$ cat src/hdl/brc_pkg.sv
// Shared constants and types for the battery-backed real-time clock core
package brc_pkg;
  // Byte indices of the clock space; byte address on the bus is four times the index
  localparam logic [7:0] IDX_TIME_SECONDS = 8'h00;
  localparam logic [7:0] IDX_ALARM_SECONDS = 8'h01;
  localparam logic [7:0] IDX_TIME_MINUTES = 8'h02;
  localparam logic [7:0] IDX_ALARM_MINUTES = 8'h03;
  localparam logic [7:0] IDX_TIME_HOURS = 8'h04;
  localparam logic [7:0] IDX_ALARM_HOURS = 8'h05;
  localparam logic [7:0] IDX_WEEKDAY = 8'h06;
  localparam logic [7:0] IDX_MONTH_DAY = 8'h07;
  localparam logic [7:0] IDX_CALENDAR_MONTH = 8'h08;
  localparam logic [7:0] IDX_CALENDAR_YEAR = 8'h09;
  localparam logic [7:0] IDX_RATE_CTRL = 8'h0a;
  localparam logic [7:0] IDX_MODE_CTRL = 8'h0b;
  localparam logic [7:0] IDX_EVENT_FLAGS = 8'h0c;
  localparam logic [7:0] IDX_POWER_STATUS = 8'h0d;
  localparam logic [7:0] IDX_STORAGE_FIRST = 8'h0e;
  localparam int CLOCK_BYTES = 10;
  localparam int STORAGE_BYTES = 242;
  // Rate control: low nibble selects the divider tap, bit 7 reads update pending
  localparam int RC_PENDING_BIT = 7;
  // Mode control bit positions
  localparam int MC_INHIBIT_BIT = 7;
  localparam int MC_PERIODIC_EN_BIT = 6;
  localparam int MC_ALARM_EN_BIT = 5;
  localparam int MC_UPDATE_EN_BIT = 4;
  localparam int MC_SQW_EN_BIT = 3;
  localparam int MC_BINARY_BIT = 2;
  localparam int MC_HOUR24_BIT = 1;
  // Event flag bit positions
  localparam int EF_SUMMARY_BIT = 7;
  localparam int EF_PERIODIC_BIT = 6;
  localparam int EF_ALARM_BIT = 5;
  localparam int EF_UPDATE_BIT = 4;
  localparam int PS_VALID_BIT = 7;
  // Reset values
  localparam logic [7:0] RST_RATE_CTRL = 8'h06;
  localparam logic [7:0] RST_MODE_CTRL = 8'h02;
  // Time bytes after reset, byte i at bits 8*i; 00:00:00, Sunday 1st January year 00
  localparam logic [79:0] RST_CLOCK_BYTES = 80'h00_01_01_01_00_00_00_00_00_00;
  // Timebase
  localparam int OSC_HZ = 32768;
  localparam int UPDATE_PERIOD_S = 1;
  localparam int OSC_TICKS_PER_UPDATE = OSC_HZ * UPDATE_PERIOD_S;
  localparam int DIV_BITS = 15;
  localparam logic [14:0] DIV_LAST = 15'h7fff;
  localparam int LEAD_US = 244;
  localparam int LEAD_TICKS = (LEAD_US * OSC_HZ + 999999) / 1000000;
  localparam logic [14:0] DIV_LEAD_START = 15'(OSC_TICKS_PER_UPDATE - LEAD_TICKS);
  // Update sequencer states
  typedef enum logic [3:0] {
    ST_IDLE = 4'b0001,
    ST_ADVANCE = 4'b0010,
    ST_TRANSFER = 4'b0100,
    ST_DONE = 4'b1000
  } brc_state_e;
endpackage

$ cat src/hdl/brc_rtc_core.sv
// Real-time clock core with calendar, alarm, periodic rates and an APB register port
`timescale 1ns/100ps
module brc_rtc_core #(
  parameter int CLK_HZ = 25000000
) (
  input wire logic sys_clk,
  input wire logic sys_rst,
  input wire logic [11:0] paddr,
  input wire logic psel,
  input wire logic penable,
  input wire logic pwrite,
  input wire logic [31:0] pwdata,
  input wire logic [3:0] pstrb,
  output logic [31:0] prdata,
  output logic pready,
  output logic pslverr,
  input wire logic powerFail,
  output logic squareWaveOut,
  output logic irqOut,
  output logic irqOe
);
  localparam logic [25:0] ACC_STEP = 26'(brc_pkg::OSC_HZ);
  localparam logic [25:0] ACC_LIMIT = 26'(CLK_HZ);

  // Coding helpers
  function automatic logic [7:0] toBin(input logic [7:0] b, input logic bin);
    return bin ? b : 8'(8'(b[7:4]) * 8'd10 + {4'h0, b[3:0]});
  endfunction
  function automatic logic [7:0] fromBin(input logic [7:0] v, input logic bin);
    logic [7:0] tens;
    logic [7:0] ones;
    tens = v / 8'd10;
    ones = v % 8'd10;
    return bin ? v : {tens[3:0], ones[3:0]};
  endfunction
  // Hours to 0..23, honouring afternoon bit in 12-hour form
  function automatic logic [7:0] hourToBin(input logic [7:0] h, input logic bin, input logic h24);
    logic [7:0] v;
    v = toBin({1'b0, h[6:0]}, bin);
    if (h24) begin
      return toBin(h, bin);
    end
    return 8'((v == 8'd12 ? 8'd0 : v) + (h[7] ? 8'd12 : 8'd0));
  endfunction
  function automatic logic [7:0] binToHour(input logic [7:0] v, input logic bin, input logic h24);
    logic [7:0] v12;
    logic [7:0] coded;
    v12 = (v % 8'd12 == 8'd0) ? 8'd12 : v % 8'd12;
    coded = fromBin(v12, bin);
    return h24 ? fromBin(v, bin) : {(v >= 8'd12), coded[6:0]};
  endfunction
  function automatic logic [7:0] daysIn(input logic [7:0] mon, input logic [7:0] yr);
    case (mon)
      8'd2: return (yr[1:0] == 2'b00) ? 8'd29 : 8'd28;
      8'd4, 8'd6, 8'd9, 8'd11: return 8'd30;
      default: return 8'd31;
    endcase
  endfunction
  // Rate code to divider bit; codes 1 and 2 repeat codes 8 and 9
  function automatic logic [3:0] tapOf(input logic [3:0] rs);
    case (rs)
      4'h1: return 4'h6;
      4'h2: return 4'h7;
      default: return 4'(rs - 4'h2);
    endcase
  endfunction

  logic [25:0] accReg;
  logic oscTick;
  logic [14:0] divReg;
  logic [14:0] divNext;
  logic [7:0] rateCtrlReg;
  logic [7:0] modeCtrlReg;
  logic [7:0] flagsReg;
  logic [7:0] reportedReg;
  logic pendingReg;
  logic dirtyReg;
  brc_pkg::brc_state_e stateReg;
  logic [7:0] userB [0:brc_pkg::CLOCK_BYTES-1];
  logic [7:0] locB [0:brc_pkg::CLOCK_BYTES-1];
  logic [7:0] advB [0:brc_pkg::CLOCK_BYTES-1];
  logic [7:0] storeMem [0:brc_pkg::STORAGE_BYTES-1];
  logic [7:0] idx;
  logic setup;
  logic apbDone;
  logic wrEn;
  logic readFlagsDone;
  logic [7:0] readByte;
  logic useUser;
  logic alarmHit;
  logic [3:0] tap;
  logic pfEv;
  logic afEv;
  logic ufEv;
  logic intfEv;
  logic inhibit;
  logic bin;
  logic h24;

  assign inhibit = modeCtrlReg[brc_pkg::MC_INHIBIT_BIT];
  assign bin = modeCtrlReg[brc_pkg::MC_BINARY_BIT];
  assign h24 = modeCtrlReg[brc_pkg::MC_HOUR24_BIT];
  assign idx = paddr[9:2];
  assign setup = psel & ~penable;
  assign apbDone = psel & penable & pready;
  assign wrEn = apbDone & pwrite & pstrb[0] & ~pslverr;
  assign readFlagsDone = apbDone & ~pwrite & (idx == brc_pkg::IDX_EVENT_FLAGS);

  // Oscillator tick from a fractional accumulator; average rate is exact
  always_ff @(posedge sys_clk) begin
    if (sys_rst) begin
      accReg <= 26'h0;
    end else if (accReg + ACC_STEP >= ACC_LIMIT) begin
      accReg <= 26'(accReg + ACC_STEP - ACC_LIMIT);
    end else begin
      accReg <= 26'(accReg + ACC_STEP);
    end
  end
  assign oscTick = (accReg + ACC_STEP >= ACC_LIMIT);

  // Fifteen-bit divider wraps once per second
  assign divNext = 15'(divReg + 15'h1);
  always_ff @(posedge sys_clk) begin
    if (sys_rst) begin
      divReg <= 15'h0;
    end else if (oscTick) begin
      divReg <= divNext;
    end
  end

  // Tap selector feeds both the pin and the periodic event
  assign tap = tapOf(rateCtrlReg[3:0]);
  assign pfEv = oscTick && (rateCtrlReg[3:0] != 4'h0) && divNext[tap] && !divReg[tap];
  always_ff @(posedge sys_clk) begin
    if (sys_rst) begin
      squareWaveOut <= 1'b0;
    end else begin
      squareWaveOut <= modeCtrlReg[brc_pkg::MC_SQW_EN_BIT] && (rateCtrlReg[3:0] != 4'h0)
                       && divReg[tap];
    end
  end

  // Next second computed from the working copy, or the host copy after a reload
  assign useUser = dirtyReg & ~inhibit;
  always_comb begin
    logic [7:0] s;
    logic [7:0] m;
    logic [7:0] h;
    logic [7:0] wd;
    logic [7:0] md;
    logic [7:0] mo;
    logic [7:0] yr;
    s = toBin(useUser ? userB[0] : locB[0], bin);
    m = toBin(useUser ? userB[2] : locB[2], bin);
    h = hourToBin(useUser ? userB[4] : locB[4], bin, h24);
    wd = useUser ? userB[6] : locB[6];
    md = toBin(useUser ? userB[7] : locB[7], bin);
    mo = toBin(useUser ? userB[8] : locB[8], bin);
    yr = toBin(useUser ? userB[9] : locB[9], bin);
    if (s >= 8'd59) begin
      s = 8'd0;
      if (m >= 8'd59) begin
        m = 8'd0;
        if (h >= 8'd23) begin
          h = 8'd0;
          wd = (wd >= 8'd7) ? 8'd1 : 8'(wd + 8'd1);
          if (md >= daysIn(mo, yr)) begin
            md = 8'd1;
            if (mo >= 8'd12) begin
              mo = 8'd1;
              yr = (yr >= 8'd99) ? 8'd0 : 8'(yr + 8'd1);
            end else begin
              mo = 8'(mo + 8'd1);
            end
          end else begin
            md = 8'(md + 8'd1);
          end
        end else begin
          h = 8'(h + 8'd1);
        end
      end else begin
        m = 8'(m + 8'd1);
      end
    end else begin
      s = 8'(s + 8'd1);
    end
    advB[0] = fromBin(s, bin);
    advB[1] = userB[1];
    advB[2] = fromBin(m, bin);
    advB[3] = userB[3];
    advB[4] = binToHour(h, bin, h24);
    advB[5] = userB[5];
    advB[6] = wd;
    advB[7] = fromBin(md, bin);
    advB[8] = fromBin(mo, bin);
    advB[9] = fromBin(yr, bin);
  end

  // Alarm bytes with both top bits set take no part in the compare
  assign alarmHit = ((userB[1][7:6] == 2'b11) || (userB[1] == advB[0]))
                 && ((userB[3][7:6] == 2'b11) || (userB[3] == advB[2]))
                 && ((userB[5][7:6] == 2'b11) || (userB[5] == advB[4]));
  assign afEv = (stateReg == brc_pkg::ST_ADVANCE) && alarmHit;
  assign ufEv = (stateReg == brc_pkg::ST_DONE);
  assign intfEv = (pfEv & modeCtrlReg[brc_pkg::MC_PERIODIC_EN_BIT])
               | (afEv & modeCtrlReg[brc_pkg::MC_ALARM_EN_BIT])
               | (ufEv & modeCtrlReg[brc_pkg::MC_UPDATE_EN_BIT] & ~inhibit);

  // Update sequencer; the transfer step waits out any host access in flight
  always_ff @(posedge sys_clk) begin
    if (sys_rst) begin
      stateReg <= brc_pkg::ST_IDLE;
    end else begin
      case (stateReg)
        brc_pkg::ST_IDLE: begin
          if (oscTick && divReg == brc_pkg::DIV_LAST) begin
            stateReg <= brc_pkg::ST_ADVANCE;
          end
        end
        brc_pkg::ST_ADVANCE: stateReg <= brc_pkg::ST_TRANSFER;
        brc_pkg::ST_TRANSFER: begin
          if (inhibit || !psel) begin
            stateReg <= brc_pkg::ST_DONE;
          end
        end
        brc_pkg::ST_DONE: stateReg <= brc_pkg::ST_IDLE;
        default: stateReg <= brc_pkg::ST_IDLE;
      endcase
    end
  end

  // Pending status: raised a lead before the update, dropped when it ends
  always_ff @(posedge sys_clk) begin
    if (sys_rst) begin
      pendingReg <= 1'b0;
    end else if (oscTick && divReg == brc_pkg::DIV_LEAD_START) begin
      pendingReg <= 1'b1;
    end else if (stateReg == brc_pkg::ST_DONE) begin
      pendingReg <= 1'b0;
    end
  end

  // Working copy keeps counting regardless of inhibit
  always_ff @(posedge sys_clk) begin
    if (sys_rst) begin
      for (int i = 0; i < brc_pkg::CLOCK_BYTES; i++) begin
        locB[i] <= brc_pkg::RST_CLOCK_BYTES[8*i +: 8];
      end
    end else if (stateReg == brc_pkg::ST_ADVANCE) begin
      for (int i = 0; i < brc_pkg::CLOCK_BYTES; i++) begin
        locB[i] <= advB[i];
      end
    end
  end

  // Host copy: written by the host, refreshed by the transfer step
  always_ff @(posedge sys_clk) begin
    if (sys_rst) begin
      for (int i = 0; i < brc_pkg::CLOCK_BYTES; i++) begin
        userB[i] <= brc_pkg::RST_CLOCK_BYTES[8*i +: 8];
      end
    end else if (stateReg == brc_pkg::ST_TRANSFER && !inhibit && !psel) begin
      for (int i = 0; i < brc_pkg::CLOCK_BYTES; i++) begin
        if (i != 1 && i != 3 && i != 5) begin
          userB[i] <= locB[i];
        end
      end
    end else if (wrEn && !powerFail && idx < 8'(brc_pkg::CLOCK_BYTES)) begin
      userB[idx[3:0]] <= pwdata[7:0];
    end
  end

  // Host-written time bytes reload the working copy at the next free update
  always_ff @(posedge sys_clk) begin
    if (sys_rst) begin
      dirtyReg <= 1'b0;
    end else if (wrEn && !powerFail && idx < 8'(brc_pkg::CLOCK_BYTES)) begin
      dirtyReg <= 1'b1;
    end else if (stateReg == brc_pkg::ST_ADVANCE && useUser) begin
      dirtyReg <= 1'b0;
    end
  end

  // Battery-backed storage; no reset, contents survive
  always_ff @(posedge sys_clk) begin
    if (wrEn && !powerFail && idx >= brc_pkg::IDX_STORAGE_FIRST) begin
      storeMem[8'(idx - brc_pkg::IDX_STORAGE_FIRST)] <= pwdata[7:0];
    end
  end

  // Control bytes stay writable under power failure
  always_ff @(posedge sys_clk) begin
    if (sys_rst) begin
      rateCtrlReg <= brc_pkg::RST_RATE_CTRL;
      modeCtrlReg <= brc_pkg::RST_MODE_CTRL;
    end else if (wrEn && idx == brc_pkg::IDX_RATE_CTRL) begin
      rateCtrlReg <= pwdata[7:0];
    end else if (wrEn && idx == brc_pkg::IDX_MODE_CTRL) begin
      modeCtrlReg <= pwdata[7:0];
    end
  end

  // Flags: only bits already shown to the host are cleared, so a new event wins
  always_ff @(posedge sys_clk) begin
    if (sys_rst) begin
      flagsReg <= 8'h00;
    end else begin
      flagsReg <= (flagsReg & ~(readFlagsDone ? reportedReg : 8'h00))
                | {intfEv, pfEv, afEv, ufEv, 4'h0};
    end
  end

  // Open-drain request: driven low while asserted, released on a flag read
  always_ff @(posedge sys_clk) begin
    if (sys_rst) begin
      irqOe <= 1'b0;
      irqOut <= 1'b0;
    end else if (intfEv) begin
      irqOe <= 1'b1;
    end else if (readFlagsDone) begin
      irqOe <= 1'b0;
    end
  end

  // Read mux over the single byte space
  always_comb begin
    if (idx < 8'(brc_pkg::CLOCK_BYTES)) begin
      readByte = userB[idx[3:0]];
    end else begin
      case (idx)
        brc_pkg::IDX_RATE_CTRL: readByte = {pendingReg, rateCtrlReg[6:0]};
        brc_pkg::IDX_MODE_CTRL: readByte = modeCtrlReg;
        brc_pkg::IDX_EVENT_FLAGS: readByte = flagsReg;
        brc_pkg::IDX_POWER_STATUS: readByte = {~powerFail, 7'h00};
        default: readByte = storeMem[8'(idx - brc_pkg::IDX_STORAGE_FIRST)];
      endcase
    end
  end

  // APB slave: read data captured in the setup cycle, one access cycle
  always_ff @(posedge sys_clk) begin
    if (sys_rst) begin
      pready <= 1'b0;
      pslverr <= 1'b0;
      prdata <= 32'h0;
      reportedReg <= 8'h00;
    end else begin
      pready <= setup;
      pslverr <= setup && (paddr[11:10] != 2'b00);
      if (setup) begin
        prdata <= {24'h0, (paddr[11:10] != 2'b00) ? 8'h00 : readByte};
        reportedReg <= (idx == brc_pkg::IDX_EVENT_FLAGS) ? flagsReg : 8'h00;
      end
    end
  end
endmodule

$ cat config.mk
export PLATFORM = sky130hd
export DESIGN_NAME = brc_rtc_core
export DESIGN_NICKNAME = d
export VERILOG_FILES = /design/src/hdl/brc_pkg.sv /design/src/hdl/brc_rtc_core.sv
export SDC_FILE = /design/constraint.sdc
export NUM_CORES = 2
export LEC_CHECK = 0
export ABC_AREA = 0
export BUFFER_PORTS_ARGS = -buffer_cell sky130_fd_sc_hd__buf_2
export CAP_MARGIN = 20
export CORE_ASPECT_RATIO = 0.8
export CORE_UTILIZATION = 41
export CTS_CLUSTER_DIAMETER = 50
export DETAILED_ROUTE_END_ITERATION = 7
export PLACE_DENSITY = 0.58
export SYNTH_ARGS = -nofsm -noshare
export SYNTH_HDL_FRONTEND = slang
export SYNTH_SLANG_ARGS = --single-unit
$ cat constraint.sdc
create_clock -name sys_clk -period 21.5 [get_ports sys_clk]
set_input_delay 1.075 -clock sys_clk [delete_from_list [all_inputs] [get_ports sys_clk]]
set_output_delay 1.075 -clock sys_clk [all_outputs]
set_load 0.01 [all_outputs]
==> impl_metrics.csv <==
group,metric,value,unit
synthesis,synth.avg_cell_area,16.9,µm²
die,fp.dieW,541,µm
grt,grt_pass1_vias,51793,
timing,finalHoldViolCount,0,
timing,clock.fmax,94.9,MHz
routing,final_wl,249000,µm
power,comb_power_share,9.3,%
clocking,clk_pin_slew,60,ps
critical_path,setup.worst_path.start_class,"flop",
placement,placedInstanceArea,99100,µm²
placement,globalplace.congestion,0.883,
power,max-vdd-ir-drop,86.5,µV
critical_path,required_time_at_the_worst_slack_endpoint,22020,ps
routing,vias,53524,
grt,global_route.usage.total,21.1,%
flow_run,cap_viol_max_count,0,
timing,finalSetupTns,0,ps
grt,antenna_violations_before_repair,22,
critical_path,critPathSlowestCell,"sky130_fd_sc_hd__dfxtp_1",
routing,routed_len_inst,27.7,µm
power,power.leakage,33.5,nW
timing,final_period_minus_worst_setup_slack,10530,ps
power,p_int,7.05,mW
routing,drt-pass1-iter-count,6,
finish,area_growth_syn_to_layout,11.3,%
timing,grt_setup_unrepaired,"no",
clocking,cts_resized,0,
min_path,min_path_type,"flop to flop",
finish,post-route-util,46.1,%
clocking,cts_setup_buffers,0,
clocking,clock_sink_total,2164,
clocking,clk_path_buf_depth,4,
synthesis,syn-cell-area,95400,µm²
timing,hold_slack,425,ps
clocking,clock-root-buffer,"sky130_fd_sc_hd__clkbuf_16",
finish,final_cells,8992,
clocking,clock_tree.htree_level_count,4,
power,sequentialPowerShare,50.2,%
die,placementRows,157,
routing,drt_first_iter_violations,6344,
die,die_ar,235000,µm²
power,power_per_cell_area,87.0,nW/µm²
routing,vias_per_cell,5.95,
finish,count_of_nets_after_finishing,5857,
finish,postLayoutCellArea,106000,µm²
routing,ant_nets,0,
placement,place.port_buffers,36,
clocking,clock_tree_from_tritoncts,"done",
synthesis,synthFlopType,"sky130_fd_sc_hd__edfxtp_1",
timing,relSlewSlack,21.3,%
clocking,insertion_delay,870,ps
clocking,inserted_clock_buffers,223,
die,i_o_pin_total,91,
grt,overflow,0,
critical_path,cpPeakStageDelay,850,ps
timing,setup_viol_count_final,0,
critical_path,setup.worst_path.class,"flop to flop",
critical_path,critical_path.max_fanout,18,
timing,final_slew_viol_count,0,
grt,first_pass_grt_wire_length,364000,µm
grt,grt_max_degree,123,
synthesis,synth_cells,5659,
die,dieHeight,433,µm
die,core_area,230000,µm²
synthesis,synth.distinct_cells,128,
timing,clock_skew,71.6,ps
synthesis,postSynthRegisterBits,2164,
synthesis,synth_edf_count,2080,
die,effective_utilization_at_floorplan,41.5,%
clocking,cts.hold.buffers_added,0,
timing,worst_slew_pin_slew,1180,ps
critical_path,critPathArrivalTime,11060,ps
timing,post-route-period-util,49.0,%
finish,layout-drive-gt1-share,20.8,%
placement,hpwl_dp,157000,µm
synthesis,yosysWarnings,0,
status,outcome,"complete, no violations",
power,clock_network_power_share,40.5,%
power,power_switching_share,23.7,%
routing,number_of_remaining_drc_errors,0,
power,psw,2.18,mW
placement,post-place-cells,8588,
synthesis,async_set_or_reset_register_ratio_after_synthesis,0,%
synthesis,ys_seq_area_share,67.3,%
critical_path,endpoint_kind_of_the_worst_setup_timing_path,"flop",
synth_stat cells, drive strengths merged, types with 76 or more instances:
master,instances,area (µm²)
nand2,338,1290
clkbuf,208,781
buf,136,767
nor3,90,460
edfxtp,2080,62500
nand3,136,681
mux4,632,14200
a21oi,172,880
xnor2,82,726
o21ai,152,776
mux2i,95,967
dfxtp,84,1680
ha,76,951
inv,86,323
nor2,541,2040
cell type report:
class / instances / area [µm²]
fillers: 19550 / 124000
well taps: 3100 / 3880
inverters: 86 / 323
repair buffers: 142 / 1160
diodes: 5 / 12.5
flip-flops and latches: 2164 / 64100
multi-input cells: 3098 / 29700
clock inverters: 121 / 1100
clock buffers: 276 / 5850
kinds of logic after synthesis:
group / synth area share [%]
flip-flops: 67.3
AND/OR/NAND/NOR: 6.56
multiplexers: 16.2
AO/OA/AOI/OAI: 5.55
buffers and inverters: 1.96
XOR/XNOR: 1.19
adder cells (fa/ha/maj): 1.26
other: 0.00393
placed cells by master, fill, tap and decap left out, types with 51 or more instances in the layout:
cell type	count
sky130_fd_sc_hd__o21ai_0	135
sky130_fd_sc_hd__buf_4	98
sky130_fd_sc_hd__edfxtp_1	2080
sky130_fd_sc_hd__xnor2_1	80
sky130_fd_sc_hd__nand2_1	326
sky130_fd_sc_hd__nor2_1	537
sky130_fd_sc_hd__mux4_2	632
sky130_fd_sc_hd__inv_1	83
sky130_fd_sc_hd__dfxtp_1	83
sky130_fd_sc_hd__clkbuf_16	224
sky130_fd_sc_hd__mux2i_1	88
sky130_fd_sc_hd__clkinv_1	51
sky130_fd_sc_hd__nand3_1	128
sky130_fd_sc_hd__ha_1	75
sky130_fd_sc_hd__nor3_1	87
sky130_fd_sc_hd__a21oi_1	167
power by group through the flow:
stage	clock network [mW]	registers, mW	logic [mW]
2_1_floorplan	0	4.72	0.548
3_3_place_gp	0	4.72	0.838
3_5_place_dp	0	4.73	0.850
4_1_cts	3.80	4.64	0.852
5_1_grt	3.96	4.63	0.914
6_report	3.74	4.64	0.856
per-layer routing:
layer	vias up	wire, µm	part of all wire [%]	global-route usage [%]
li1	22907	-	-	-
met1	28008	113000	45	32.4
met2	2265	110000	44	31.2
met3	344	20200	8.1	3.57
met4	0	5920	2.4	5.19
met5	-	0	0	0
worst paths after layout:
path | start | to | slack, ps | cells past startpoint
max | modeCtrlReg[7]$_SDFFE_PP0P_ | locB[7][2]$_SDFFCE_PN0P_ | 10970 | 30
min | reportedReg[2]$_SDFFE_PP0P_ | flagsReg[2]$_SDFF_PP0_ | 420 | 1
max reg2reg | modeCtrlReg[7]$_SDFFE_PP0P_ | locB[7][2]$_SDFFCE_PN0P_ | 10970 | 30
min reg2reg | reportedReg[2]$_SDFFE_PP0P_ | flagsReg[2]$_SDFF_PP0_ | 420 | 1
through the flow:
step	total power [mW]	setup WS, ps
after floorplan	5.27	13340
after global placement	5.56	11250
after detailed placement	5.57	11170
after CTS	9.29	11080
after global routing	9.50	10430
final	9.23	10970
registers in the layout, summed over array words and instances (netlist names), 15 cells and up:
name	count
accReg	20
locB	56
userB	88
storeMem	1936
divReg	15
critical path, delay by kind of cell, from the launching register on:
kind	cells	cell delay, ps
compound gates	16	5380
simple gates	7	1680
fa+ha+maj	4	1490
flops	1	850
mux	1	440
xor+xnor	2	320
(Power assumes the default switching activity.)
